**src/rtl/scbc_pkg.sv**
```systemverilog
// Shared constants and types of the synchronous bus-cycle master
package scbc_pkg;

	// ****************************************
	// Bus geometry and codes
	// ****************************************
	localparam int           SCBC_DATA_W       = 32;
	localparam int           SCBC_LANES        = 4;
	localparam logic [1:0]   SCBC_SIZE_WORD    = 2'h0;
	localparam logic [1:0]   SCBC_SIZE_BYTE    = 2'h1;
	localparam logic [1:0]   SCBC_SIZE_HALF    = 2'h2;
	localparam logic [1:0]   SCBC_CS_DELAY_0   = 2'h0;
	localparam logic [1:0]   SCBC_CS_DELAY_Q   = 2'h2;
	localparam logic [1:0]   SCBC_CS_DELAY_H   = 2'h3;
	localparam logic [1:0]   SCBC_BURST_LAST   = 2'h3;
	localparam logic [3:0]   SCBC_LANES_ALL    = 4'hF;
	localparam logic [3:0]   SCBC_LANES_HALF   = 4'hC;
	localparam logic [3:0]   SCBC_LANES_BYTE   = 4'h8;
	localparam bit           SCBC_PARITY_ODD   = 1'b1;

	// ****************************************
	// Timing
	// ****************************************
	localparam int           SCBC_CLK_PERIOD_NS = 100;
	localparam int           SCBC_TIMEOUT_NS    = 25600;
	localparam int           SCBC_TIMEOUT_CYC   = (SCBC_TIMEOUT_NS / SCBC_CLK_PERIOD_NS < 1) ? 1 :
		SCBC_TIMEOUT_NS / SCBC_CLK_PERIOD_NS;
	localparam int           SCBC_TO_W          = $clog2(SCBC_TIMEOUT_CYC + 1);

	// ****************************************
	// Carriers
	// ****************************************
	typedef struct packed
	{
		logic [0:31] addr;
		logic [1:0]  size;
		logic        write;
		logic        burst;
		logic [0:3]  atype;
		logic [0:31] wdata;
	} scbc_req_t;

	typedef struct packed
	{
		logic [0:31] rdata;
		logic        error;
		logic        timeout;
		logic        parity_err;
		logic        last;
	} scbc_rsp_t;

	typedef struct packed
	{
		logic [0:31] cs_base_setting;
		logic [0:31] cs_mask;
		logic [1:0]  cs_delay_field;
		logic        early_negate_bit;
		logic        relaxed_timing_bit;
		logic        extended_hold_bit;
		logic [3:0]  wait_states;
		logic        ext_ack_mode;
		logic        auto_burst_inhibit;
	} scbc_cs_cfg_t;

	typedef enum logic [2:0] {ST_IDLE, ST_START, ST_SETUP, ST_ACCESS, ST_DONE} scbc_state_t;

endpackage

```
**src/rtl/scbc_lane_parity.sv**
```systemverilog
// Per-byte-lane parity of a big-endian numbered 32-bit word
module scbc_lane_parity
	import scbc_pkg::*;
#(
	parameter bit ODD = SCBC_PARITY_ODD
)
(
	input  wire logic [0:31] word,
	output logic      [0:3]  par
);

	always_comb
	begin
		for (int i = 0; i < SCBC_LANES; i++)
		begin
			par[i] = (^word[i*8 +: 8]) ^ ODD;
		end
	end

endmodule // scbc_lane_parity

```
**src/rtl/scbc_bus_master.sv**
```systemverilog
// Bus controller with one general chip select, master end of the synchronous system bus
module scbc_bus_master
	import scbc_pkg::*;
(
	input  wire logic                 mclk,
	input  wire logic                 srst,
	input  wire scbc_pkg::scbc_cs_cfg_t cs_cfg,
	input  wire logic                 req_valid,
	output logic                      req_ready,
	input  wire scbc_pkg::scbc_req_t  req,
	output logic                      rsp_valid,
	output scbc_pkg::scbc_rsp_t       rsp,
	output logic [0:31]               bus_addr,
	output logic                      transfer_start_n,
	output logic [0:1]                transfer_size_code,
	output logic                      rd_wr,
	output logic [0:3]                address_type_code,
	input  wire logic [0:31]          data_in,
	output logic [0:31]               data_out,
	output logic                      data_oe,
	input  wire logic [0:3]           parity_in,
	output logic [0:3]                parity_out,
	output logic                      parity_oe,
	input  wire logic                 transfer_ack_n,
	input  wire logic                 transfer_error_ack_n,
	output logic                      transfer_error_ack_n_out,
	output logic                      transfer_error_ack_oe,
	input  wire logic                 burst_inhibit_n,
	output logic                      burst_inhibit_n_out,
	output logic                      burst_inhibit_oe,
	output logic                      burst_in_progress_n,
	output logic                      cs_n,
	output logic                      oe_n,
	output logic [0:3]                we_n
);
	import scbc_pkg::*;

	// ****************************************
	// Helpers
	// ****************************************
	function automatic logic [3:0] lane_mask(input logic [1:0] size);
		case (size)
			SCBC_SIZE_BYTE: lane_mask = SCBC_LANES_BYTE;
			SCBC_SIZE_HALF: lane_mask = SCBC_LANES_HALF;
			default:        lane_mask = SCBC_LANES_ALL;
		endcase
	endfunction

	// Word cycles drive address bits 30:31 zero and half-word cycles bit 30, so the slave sees a clean address
	function automatic logic [0:31] trim_addr(input logic [0:31] a, input logic [1:0] size);
		logic [0:31] t;
		t = a;
		if (size == SCBC_SIZE_WORD)
		begin
			t[30:31] = 2'h0;
		end
		else if (size == SCBC_SIZE_HALF)
		begin
			t[30] = 1'b0;
		end
		trim_addr = t;
	endfunction

	// ****************************************
	// State
	// ****************************************
	scbc_state_t          state_ff;
	scbc_state_t          nxt_state;
	logic [0:31]          addr_ff;
	logic [1:0]           size_ff;
	logic                 write_ff;
	logic [0:3]           atype_ff;
	logic [0:31]          wdata_ff;
	logic                 burst_ff;
	logic                 burst_mode_ff;
	logic [1:0]           beat_ff;
	logic                 hit_ff;
	logic                 prev_hit_ff;
	logic [1:0]           setup_ff;
	logic [3:0]           wait_ff;
	logic [SCBC_TO_W-1:0] to_ff;
	logic                 rsp_valid_ff;
	scbc_rsp_t            rsp_ff;
	logic [0:3]           gen_par;
	logic [0:3]           chk_par;
	logic                 internal_end;
	logic                 timeout_hit;
	logic                 is_err;
	logic                 beat_end;
	logic                 inhibit;
	logic                 more_beats;
	logic                 req_hit;
	logic [1:0]           setup_need;
	logic [3:0]           lanes;

	assign req_hit      = ((req.addr ^ cs_cfg.cs_base_setting) & cs_cfg.cs_mask) == 32'h0;
	assign internal_end = hit_ff && !cs_cfg.ext_ack_mode;
	assign timeout_hit  = to_ff == SCBC_TO_W'(SCBC_TIMEOUT_CYC - 1);
	assign is_err       = !transfer_error_ack_n || timeout_hit;
	assign beat_end     = (state_ff == ST_ACCESS) &&
		(is_err || (internal_end ? (wait_ff == 4'h0) : !transfer_ack_n));
	assign inhibit      = !burst_inhibit_n || (hit_ff && cs_cfg.auto_burst_inhibit);
	assign more_beats   = burst_ff && (beat_ff != SCBC_BURST_LAST) && !is_err;
	assign lanes        = lane_mask(size_ff);

	// Sub-clock delays cannot be placed on a single edge; SCBC_CS_DELAY_Q and SCBC_CS_DELAY_H each cost one clock
	always_comb
	begin
		setup_need = 2'h0;
		if (hit_ff)
		begin
			setup_need = 2'(cs_cfg.relaxed_timing_bit)
				+ 2'(cs_cfg.cs_delay_field == SCBC_CS_DELAY_Q || cs_cfg.cs_delay_field == SCBC_CS_DELAY_H)
				+ 2'(cs_cfg.extended_hold_bit && !prev_hit_ff);
		end
	end

	// ****************************************
	// Sequencer
	// ****************************************
	always_comb
	begin
		nxt_state = state_ff;
		case (state_ff)
			ST_IDLE:
			begin
				if (req_valid && transfer_ack_n)
				begin
					nxt_state = ST_START;
				end
			end
			ST_START:
			begin
				nxt_state = (setup_need == 2'h0) ? ST_ACCESS : ST_SETUP;
			end
			ST_SETUP:
			begin
				if (setup_ff == 2'h1)
				begin
					nxt_state = ST_ACCESS;
				end
			end
			ST_ACCESS:
			begin
				if (beat_end)
				begin
					if (!more_beats)
					begin
						nxt_state = ST_DONE;
					end
					else if (!burst_mode_ff || inhibit)
					begin
						nxt_state = ST_START;
					end
				end
			end
			ST_DONE:
			begin
				nxt_state = ST_IDLE;
			end
			default:
			begin
				nxt_state = ST_IDLE;
			end
		endcase
	end

	always_ff @(posedge mclk)
	begin
		if (srst)
		begin
			state_ff <= ST_IDLE;
		end
		else
		begin
			state_ff <= nxt_state;
		end
	end

	// ****************************************
	// Transfer attributes
	// ****************************************
	always_ff @(posedge mclk)
	begin
		if (srst)
		begin
			addr_ff       <= 32'h0;
			size_ff       <= SCBC_SIZE_WORD;
			write_ff      <= 1'b0;
			atype_ff      <= 4'h0;
			wdata_ff      <= 32'h0;
			burst_ff      <= 1'b0;
			burst_mode_ff <= 1'b0;
			beat_ff       <= 2'h0;
			hit_ff        <= 1'b0;
		end
		else if (state_ff == ST_IDLE && nxt_state == ST_START)
		begin
			// Bursts are cache fills: reads only, always word wide
			burst_ff      <= req.burst && !req.write;
			burst_mode_ff <= req.burst && !req.write;
			size_ff       <= (req.burst && !req.write) ? SCBC_SIZE_WORD : req.size;
			addr_ff       <= trim_addr(req.addr, (req.burst && !req.write) ? SCBC_SIZE_WORD : req.size);
			write_ff      <= req.write;
			atype_ff      <= req.atype;
			wdata_ff      <= req.wdata;
			beat_ff       <= 2'h0;
			hit_ff        <= req_hit;
		end
		else if (beat_end && more_beats)
		begin
			beat_ff <= beat_ff + 2'h1;
			if (!burst_mode_ff || inhibit)
			begin
				// Leftover words go out as single cycles at their own address
				burst_mode_ff <= 1'b0;
				addr_ff       <= burst_mode_ff ? addr_ff + {28'h0, beat_ff + 2'h1, 2'h0}
					: addr_ff + 32'h4;
			end
		end
	end

	always_ff @(posedge mclk)
	begin
		if (srst)
		begin
			prev_hit_ff <= 1'b0;
		end
		else if (state_ff == ST_DONE)
		begin
			prev_hit_ff <= hit_ff;
		end
	end

	// ****************************************
	// Counters
	// ****************************************
	always_ff @(posedge mclk)
	begin
		if (srst)
		begin
			setup_ff <= 2'h0;
		end
		else if (state_ff == ST_START)
		begin
			setup_ff <= setup_need;
		end
		else if (state_ff == ST_SETUP)
		begin
			setup_ff <= setup_ff - 2'h1;
		end
	end

	always_ff @(posedge mclk)
	begin
		if (srst)
		begin
			wait_ff <= 4'h0;
		end
		else if (state_ff == ST_START || (beat_end && more_beats))
		begin
			wait_ff <= cs_cfg.wait_states;
		end
		else if (state_ff == ST_ACCESS && wait_ff != 4'h0)
		begin
			wait_ff <= wait_ff - 4'h1;
		end
	end

	always_ff @(posedge mclk)
	begin
		if (srst)
		begin
			to_ff <= '0;
		end
		else if (state_ff != ST_ACCESS || beat_end)
		begin
			to_ff <= '0;
		end
		else
		begin
			to_ff <= to_ff + SCBC_TO_W'(1);
		end
	end

	// ****************************************
	// Answer to the requester
	// ****************************************
	scbc_lane_parity u_par_gen
	(
		.word (wdata_ff),
		.par  (gen_par)
	);

	scbc_lane_parity u_par_chk
	(
		.word (data_in),
		.par  (chk_par)
	);

	always_ff @(posedge mclk)
	begin
		if (srst)
		begin
			rsp_valid_ff <= 1'b0;
			rsp_ff       <= '0;
		end
		else
		begin
			rsp_valid_ff <= beat_end;
			if (beat_end)
			begin
				rsp_ff.rdata      <= write_ff ? 32'h0 : data_in;
				rsp_ff.error      <= is_err;
				rsp_ff.timeout    <= timeout_hit;
				rsp_ff.parity_err <= !write_ff && !is_err && ((chk_par ^ parity_in) & lanes) != 4'h0;
				rsp_ff.last       <= !more_beats;
			end
		end
	end

	assign rsp_valid = rsp_valid_ff;
	assign rsp       = rsp_ff;
	assign req_ready = (state_ff == ST_IDLE) && transfer_ack_n;

	// ****************************************
	// Bus pins
	// ****************************************
	logic cs_on;
	assign cs_on = hit_ff && state_ff == ST_ACCESS &&
		!(cs_cfg.early_negate_bit && internal_end && cs_cfg.wait_states != 4'h0 && wait_ff == 4'h0);

	assign bus_addr                 = addr_ff;
	assign transfer_start_n         = state_ff != ST_START;
	assign transfer_size_code       = size_ff;
	assign rd_wr                    = !write_ff;
	assign address_type_code        = atype_ff;
	assign data_out                 = wdata_ff;
	assign data_oe                  = write_ff && (state_ff == ST_SETUP || state_ff == ST_ACCESS);
	assign parity_out               = gen_par;
	assign parity_oe                = data_oe;
	assign transfer_error_ack_n_out = 1'b0;
	assign transfer_error_ack_oe    = state_ff == ST_ACCESS && timeout_hit;
	assign burst_inhibit_n_out      = 1'b0;
	assign burst_inhibit_oe         = state_ff == ST_ACCESS && hit_ff && cs_cfg.auto_burst_inhibit;
	assign burst_in_progress_n      = !(burst_mode_ff && beat_ff != SCBC_BURST_LAST &&
		state_ff != ST_IDLE && state_ff != ST_DONE);
	assign cs_n                     = !cs_on;
	assign oe_n                     = !(cs_on && !write_ff);
	assign we_n                     = ~((cs_on && write_ff) ? lanes : 4'h0);
endmodule // scbc_bus_master

```
**config.mk**
```make
export PLATFORM = sky130hd
export DESIGN_NAME = scbc_bus_master
export DESIGN_NICKNAME = d
export VERILOG_FILES = /design/src/rtl/scbc_pkg.sv /design/src/rtl/scbc_lane_parity.sv /design/src/rtl/scbc_bus_master.sv
export SDC_FILE = /design/constraint.sdc
export NUM_CORES = 1
export LEC_CHECK = 0
export ABC_CLOCK_PERIOD_IN_PS = 2500
export BUFFER_PORTS_ARGS = -buffer_cell sky130_fd_sc_hd__buf_2
export CAP_MARGIN = 20
export CORE_ASPECT_RATIO = 0.8
export CORE_MARGIN = 8
export CORE_UTILIZATION = 40
export DETAILED_ROUTE_END_ITERATION = 6
export PLACE_DENSITY = 0.78
export SLEW_MARGIN = 5
export SYNTH_ARGS = -nofsm -noshare
export SYNTH_HDL_FRONTEND = slang
export SYNTH_SLANG_ARGS = --single-unit
```
**constraint.sdc**
```tcl
create_clock -name mclk -period 2.5 [get_ports mclk]
set_clock_uncertainty 0.1 [all_clocks]
set_input_delay 0.125 -clock mclk [delete_from_list [all_inputs] [get_ports mclk]]
set_output_delay 0.125 -clock mclk [all_outputs]
set_load 0.03 [all_outputs]
```
* Yosys cells after proc, flatten, opt, wreduce, memory -nomap -nowiden
Cells that the tools add are included.
** Cells by class
- Add/subtract/negate cells :: 8
- Reduce and logical (&&, ||, !) cells :: 73
- Bitwise gates (word level) :: 13
- Equality and inequality tests :: 16
- Mux-type cells :: 27
** Operators by type and width (number)
- 32-bit two-way mux :: 5
- 8-bit XOR reduction :: 8
- 32-bit by 3-bit adder with 32-bit output, second input constant :: 1
- 32-bit by 4-bit adder with 32-bit output :: 1
- 32-bit AND :: 1
- 32-bit logical NOT :: 1
- 32-bit XOR :: 1
- 1-bit logical AND :: 27
- 3-bit two-way mux :: 5
- 1-bit logical NOT :: 14
- 4-bit two-way mux :: 3
- 3-bit one-hot mux with 4 select lines :: 1
- 4-bit nonzero test :: 3
- 9-bit by 1-bit adder with 9-bit output, second input constant :: 1
- 9-bit by 8-bit equality test with 1-bit output, second input constant :: 1
- 2-bit equality test, second input constant :: 4
- 1-bit logical OR :: 8
- 1-bit two-way mux :: 8
- 2-bit two-way mux :: 4
- 1-bit inverter :: 8
- 2-bit nonzero test :: 4
- 3-bit by 1-bit equality test with 1-bit output, second input constant :: 2
- 3-bit by 2-bit equality test with 1-bit output, second input constant :: 2
- 3-bit one-hot mux with 2 select lines :: 1
- other kinds (20) :: 23
** Storage, ports and cells
- Output and inout bits :: 127
- Flip-flop bits (word level) :: 132
- Word-level logic and storage cells :: 157
- Input port bits :: 189

* Depth between registers and ports, before layout
- Depth in word-level cells :: 12
- Gate-level depth with buffers :: 13
- Mapped depth without buffers :: 11

* By module
A second synthesis with hierarchy kept.
** Unflattened totals
- Cell total of the unflattened synthesis :: 699
- Area total of the unflattened synthesis :: 6543.8 um2
** Modules (own cells, without submodules)
- scbc_bus_master :: cells each 643, sequential area each 2642.5 um2, times used 1, area an instance 6053.3 um2
- scbc_lane_parity :: cells each 28, sequential area each 0.0 um2, times used 2, area an instance 245.2 um2

* Least setup slack after synthesis
No wires, ideal clock.
- Kind :: register to register
- From :: register state_ff[0]
- To :: register addr_ff, in the netlist bus_addr[13]
- Clock period less this slack :: 2.750 ns
- Path slack :: -0.250 ns
- Arrival :: 2.580 ns
- Stages on the path, launching flop included :: 8
- Data required time :: 2.330 ns
- Setup time :: 0.070 ns
- Path buffers :: 3
- Cells stage by stage :: dfxtp_1 -> clkbuf_1 -> nor4b_1 -> and2_1 -> buf_2 -> clkbuf_1 -> a22oi_1 -> a21oi_1
** Between the ends
- Word-level cells in the longest chain between the ends :: 8
- Elaborated cells on any way between the ends :: 18
- Classes of those cells :: 4 x eq/ne; 7 x mux; 7 x reduce/logical
** RTL lines
- start, declared :: line scbc_bus_master.sv:67 : scbc_state_t state_ff;
- start signal, assigned :: line scbc_bus_master.sv:176 : state_ff <= nxt_state;
- 3-bit by 2-bit equality test with 1-bit output or 3-bit two-way mux (tied branches) :: line scbc_bus_master.sv:100, scbc_bus_master.sv:124, scbc_bus_master.sv:151
- 1-bit logical AND or 3-bit two-way mux (tied branches) :: line scbc_bus_master.sv:100, scbc_bus_master.sv:147
- 3-bit two-way mux :: line scbc_bus_master.sv:145 : if (beat_end)
- 3-bit one-hot mux with 4 select lines :: line scbc_bus_master.sv:124 : case (state_ff)
- 3-bit by 1-bit equality test with 1-bit output :: line scbc_bus_master.sv:197 : else if (state_ff == ST_IDLE && nxt_state == ST_START)
- 1-bit logical AND :: line scbc_bus_master.sv:197
- 2-bit nonzero test (no line)
- 2-bit AND reduction (no line)
- end signal, assigned :: line scbc_bus_master.sv:203 : addr_ff <= trim_addr(req.addr, (req.burst && !req.write) ? SCBC_SIZE_WORD : req.size);
- end signal, assigned :: line scbc_bus_master.sv:217 : addr_ff <= burst_mode_ff ? addr_ff + {28'h0, beat_ff + 2'h1, 2'h0}
- end, declared :: line scbc_bus_master.sv:69 : logic [0:31] addr_ff;
Parallel ways exist; a longest one is shown, timed or not.
A chain may end at the register's enable or synchronous reset.

* Worst setup path in the final report
- From :: register to_ff[1]
- To :: register addr_ff, in the netlist bus_addr[22]
** Between the ends
- Word-level cells in the longest chain between the ends :: 11
- Elaborated cells on any way between the ends :: 16
- Classes of those cells :: 2 x eq/ne; 4 x mux; 10 x reduce/logical
** RTL lines
- start, declared :: line scbc_bus_master.sv:81 : logic [SCBC_TO_W-1:0] to_ff;
- start signal, assigned :: line scbc_bus_master.sv:282 : to_ff <= to_ff + SCBC_TO_W'(1);
- 9-bit by 8-bit equality test with 1-bit output * :: line scbc_bus_master.sv:98 : assign timeout_hit = to_ff == SCBC_TO_W'(SCBC_TIMEOUT_CYC - 1);
- named net timeout_hit :: line scbc_bus_master.sv:87 : logic timeout_hit;
- 1-bit logical OR * :: line scbc_bus_master.sv:99 : assign is_err = !transfer_error_ack_n || timeout_hit;
- 1-bit logical NOT :: line scbc_bus_master.sv:103 : assign more_beats = burst_ff && (beat_ff != SCBC_BURST_LAST) && !is_err;
- 1-bit logical AND :: line scbc_bus_master.sv:103
- 3-bit two-way mux :: line scbc_bus_master.sv:147 : if (!more_beats)
- 3-bit two-way mux :: line scbc_bus_master.sv:145
- 3-bit one-hot mux with 4 select lines :: line scbc_bus_master.sv:124
- 3-bit by 1-bit equality test with 1-bit output :: line scbc_bus_master.sv:197
- 1-bit logical AND :: line scbc_bus_master.sv:197
- 2-bit nonzero test (no line)
- 2-bit AND reduction (no line)
Mark *: on every way through the listed nets, which the timed path passes. The rest lies on a longest branch.

==> flow_metrics.tcl <==
set metrics [dict create \
    vias 7904 \
    reg2regPathDepth 14 \
    port-buffer-count 312 \
    grtUsageMet2_pct 40.08 \
    critPathMaxFanout 5 \
    ys.flop_type "dfxtp_1" \
    synth_area_per_cell_um2 8.503 \
    die-area_um2 21200 \
    hold_violations 0 \
    fin_crit_sh_pct 107.2 \
    r2r_end "bus_addr[22]$_SDFFE_PP0P_" \
    groute.usage.overall_pct 24.37 \
    drt_wl_total_um 28570 \
    instances_no_fill 1479 \
    grt.busiest_layer "met2" \
    synthAdderAreaFrac_pct 2.089 \
    synth-xor-area-share_pct 15.81 \
    final_cell_mix "buf_2, dfxtp_1, nand2_1" \
    area_growth_pct 63.58 \
    tns_ns -4.738 \
    max_slew_margin_pct 59.39 \
    initial_utilization_pct 40.66 \
    cp-end-kind "flip-flop" \
    grt_pass1_vias 7767 \
    synthCells 789 \
    placedCellCount 1315 \
    ys_async_sr_fraction_pct 0 \
    setup_ws_ns -0.1796 \
    synth.ff_latch_count 132 \
    cts_made_buffers 17 \
    clkSinkCount 132 \
    clk_path_buf_depth 2 \
    grt.met1_usage_pct 30.08 \
    drive_gt1_share_pct 36.65 \
    drt-initial-drc-count 799 \
    status "finished, violations left" \
    chipWidth_um 160.8 \
    drv_cap 0 \
    ys_seq_area_share_pct 39.39 \
    nNetsFinal 1444 \
    leakagePower_nw 4.829 \
    holdPathStages 3 \
    hp-start "req[52]" \
    crit_type "flip-flop to flip-flop" \
    path_clk_slew_ns 0.06 \
    synthMuxAreaShare_pct 0.7460 \
    synth_simple_gate_area_share_pct 17.68 \
    synth_cell_types 65 \
    dr.pass1.iters 6 \
    cts_tree "built" \
    grt_max_degree 73 \
    totalPowerFinal_mw 6.640 \
    fin_area_um2 10970 \
    rr_startpoint "to_ff[1]$_SDFF_PP0_" \
    syn_area_um2 6709 \
    required_ns 2.67 \
    place.gp.congestion 0.8800 \
    dp_hpwl_um 18340 \
    placed_cell_area_um2 8791 \
    routed_via_density 5.344 \
    clock_latency_ns 0.40 \
    routed_wire_length_per_instance_um 19.32 \
    hold_class "primary input to flip-flop" \
    finalCriticalPeriod_ns 2.680 \
    tightest_slew_ns 0.6092 \
    synth_top_family_by_area "compound AO/OA/AOI/OAI gates" \
    setup_violations 35 \
    grt_pass1_wl_um 42130 \
    use_met3_pct 6.929 \
    h-tree-depth 4 \
    layout_commonest_cell "buf_2" \
    antenna_left 0 \
    cts_root_buf "clkbuf_16" \
    r2r_slack_ns -0.18 \
    rows 42 \
    failed_checks "negative setup slack" \
    ir_drop_v 0.0004264 \
    hold_end "bus_addr[19]$_SDFFE_PP0P_" \
    grt_setup_unrepaired "yes" \
    synth_edf_count 0 \
    max_freq_mhz 373.2 \
    p_per_area_nw_per_um2 605.0 \
    cp.arrival_ns 2.85 \
    core_um2 16500 \
    slew_viol_final 0 \
    yosys_warnings 0 \
    synth-compound-area-share_pct 19.92 \
    io_pins 316 \
    cp-start-kind "flip-flop" \
    antenna_found_initial 1 \
    overflow 0 \
    die_h_um 131.8 \
    drcViolationCount 0 \
]
==> synthesized netlist by cell type, drive strengths merged, types with 3 or more instances <==
master	count	area, um2
a21oi	73	365.4
nor3	16	85.08
dfxtp	132	2643
nand2	119	446.7
buf	17	97.60
and3	7	43.79
nand2b	3	18.77
o31ai	9	67.56
and4	6	52.55
a22oi	21	157.7
nor2b	3	18.77
ha	8	100.1
nand4	13	81.33
mux2i	5	50.05
inv	16	60.06
a31oi	13	81.33
clkbuf	35	131.4
o21a	3	22.52
xnor2	73	639.4
nand3	21	105.1
nor2	39	148.9
and2	7	43.80
xor2	43	376.6
a22o	34	297.8
o21ai	30	153.9
a221oi	3	26.28
==> cell families (layout without fill, tap and decap cells) <==
group | Yosys count | after routing
simple gates | 251 | 251
xor+xnor | 118 | 118
flops | 132 | 132
fa+ha+maj | 10 | 10
buf+inv | 68 | 536
mux | 5 | 5
other cells | 1 | 3
compound gates | 204 | 204
==> worst max-delay path, stage by stage, from the launching register on <==
cell and delay, ns:
dfxtp_2 0.33, ha_4 0.16, nand3_2 0.10, nor2_4 0.04, and3_4 0.15, ha_4 0.17
nor4bb_4 0.34, buf_4 0.18, o21bai_1 0.10, a222oi_1 0.09, buf_4 0.17, buf_4 0.14
buf_6 0.14, o31ai_2 0.24, a21oi_1 0.09
==> metrics by stage <==
step	hold WS (ns)	worst slack (ns)	utilization [%]
3_5_place_dp	0.2706	-0.1741	53.28
3_3_place_gp	0.2658	-0.08401	53.28
5_1_grt	0.01677	-0.3338	66.51
4_1_cts	0.0004693	-0.1100	64.75
2_1_floorplan	0.1577	-0.01019	-
6_report	0.01918	-0.1796	66.51
==> routing by layer <==
metal  share of wire, %  vias to the layer above
met1                 41                     3698
met4                2.9                        0
li1                   -                     3679
met3                9.7                       70
met2                 46                      457
met5                  0                        -
==> sequential cells by signal, indices dropped and copies added, names as in the netlist, 2 cells and up <==
register,count
rsp,36
wait_ff,4
to_ff,9
beat_ff,2
address_type_code,4
setup_ff,2
bus_addr,32
data_out,32
state_ff,3
transfer_size_code,2
==> final cells by class <==
class                           instances  area, um2
Antenna cell                            1      2.502
Clock buffer                           18      429.2
Clock inverter                         14      177.7
Fill cell                            1285       5527
Inverter                               16      60.06
Multi-Input combinational cell        590       4024
Sequential cell                       132       2648
Tap cell                              220      275.3
Timing Repair Buffer                  488       3358
==> repair_timing <==
item,CTS,global route
cloned,2,3
setup buffers,15,5
hold buffers,107,0
pin swaps,10,13
endpoints found under the hold margin,105,0
setup endpoints to repair,77,81
resized for setup,18,34
==> report_power, final <==
part	switching, mW	internal, mW
Clock	0.976	1.58
Sequential	0.115	2.21
Combinational	0.978	0.780
==> worst max-delay path by stage <==
stage	from	slack [ns]	cells after the start	to
after CTS	to_ff[1]$_SDFF_PP0_	-0.11	13	bus_addr[21]$_SDFFE_PP0P_
after global routing	to_ff[1]$_SDFF_PP0_	-0.33	14	bus_addr[25]$_SDFFE_PP0P_
after global placement	to_ff[0]$_SDFF_PP0_	-0.08	12	bus_addr[10]$_SDFFE_PP0P_
after floorplan	to_ff[0]$_SDFF_PP0_	-0.01	12	bus_addr[11]$_SDFFE_PP0P_
after detailed placement	to_ff[0]$_SDFF_PP0_	-0.17	12	bus_addr[10]$_SDFFE_PP0P_
final	to_ff[1]$_SDFF_PP0_	-0.18	14	bus_addr[22]$_SDFFE_PP0P_
Note: power is estimated with default switching activity, not from simulation.
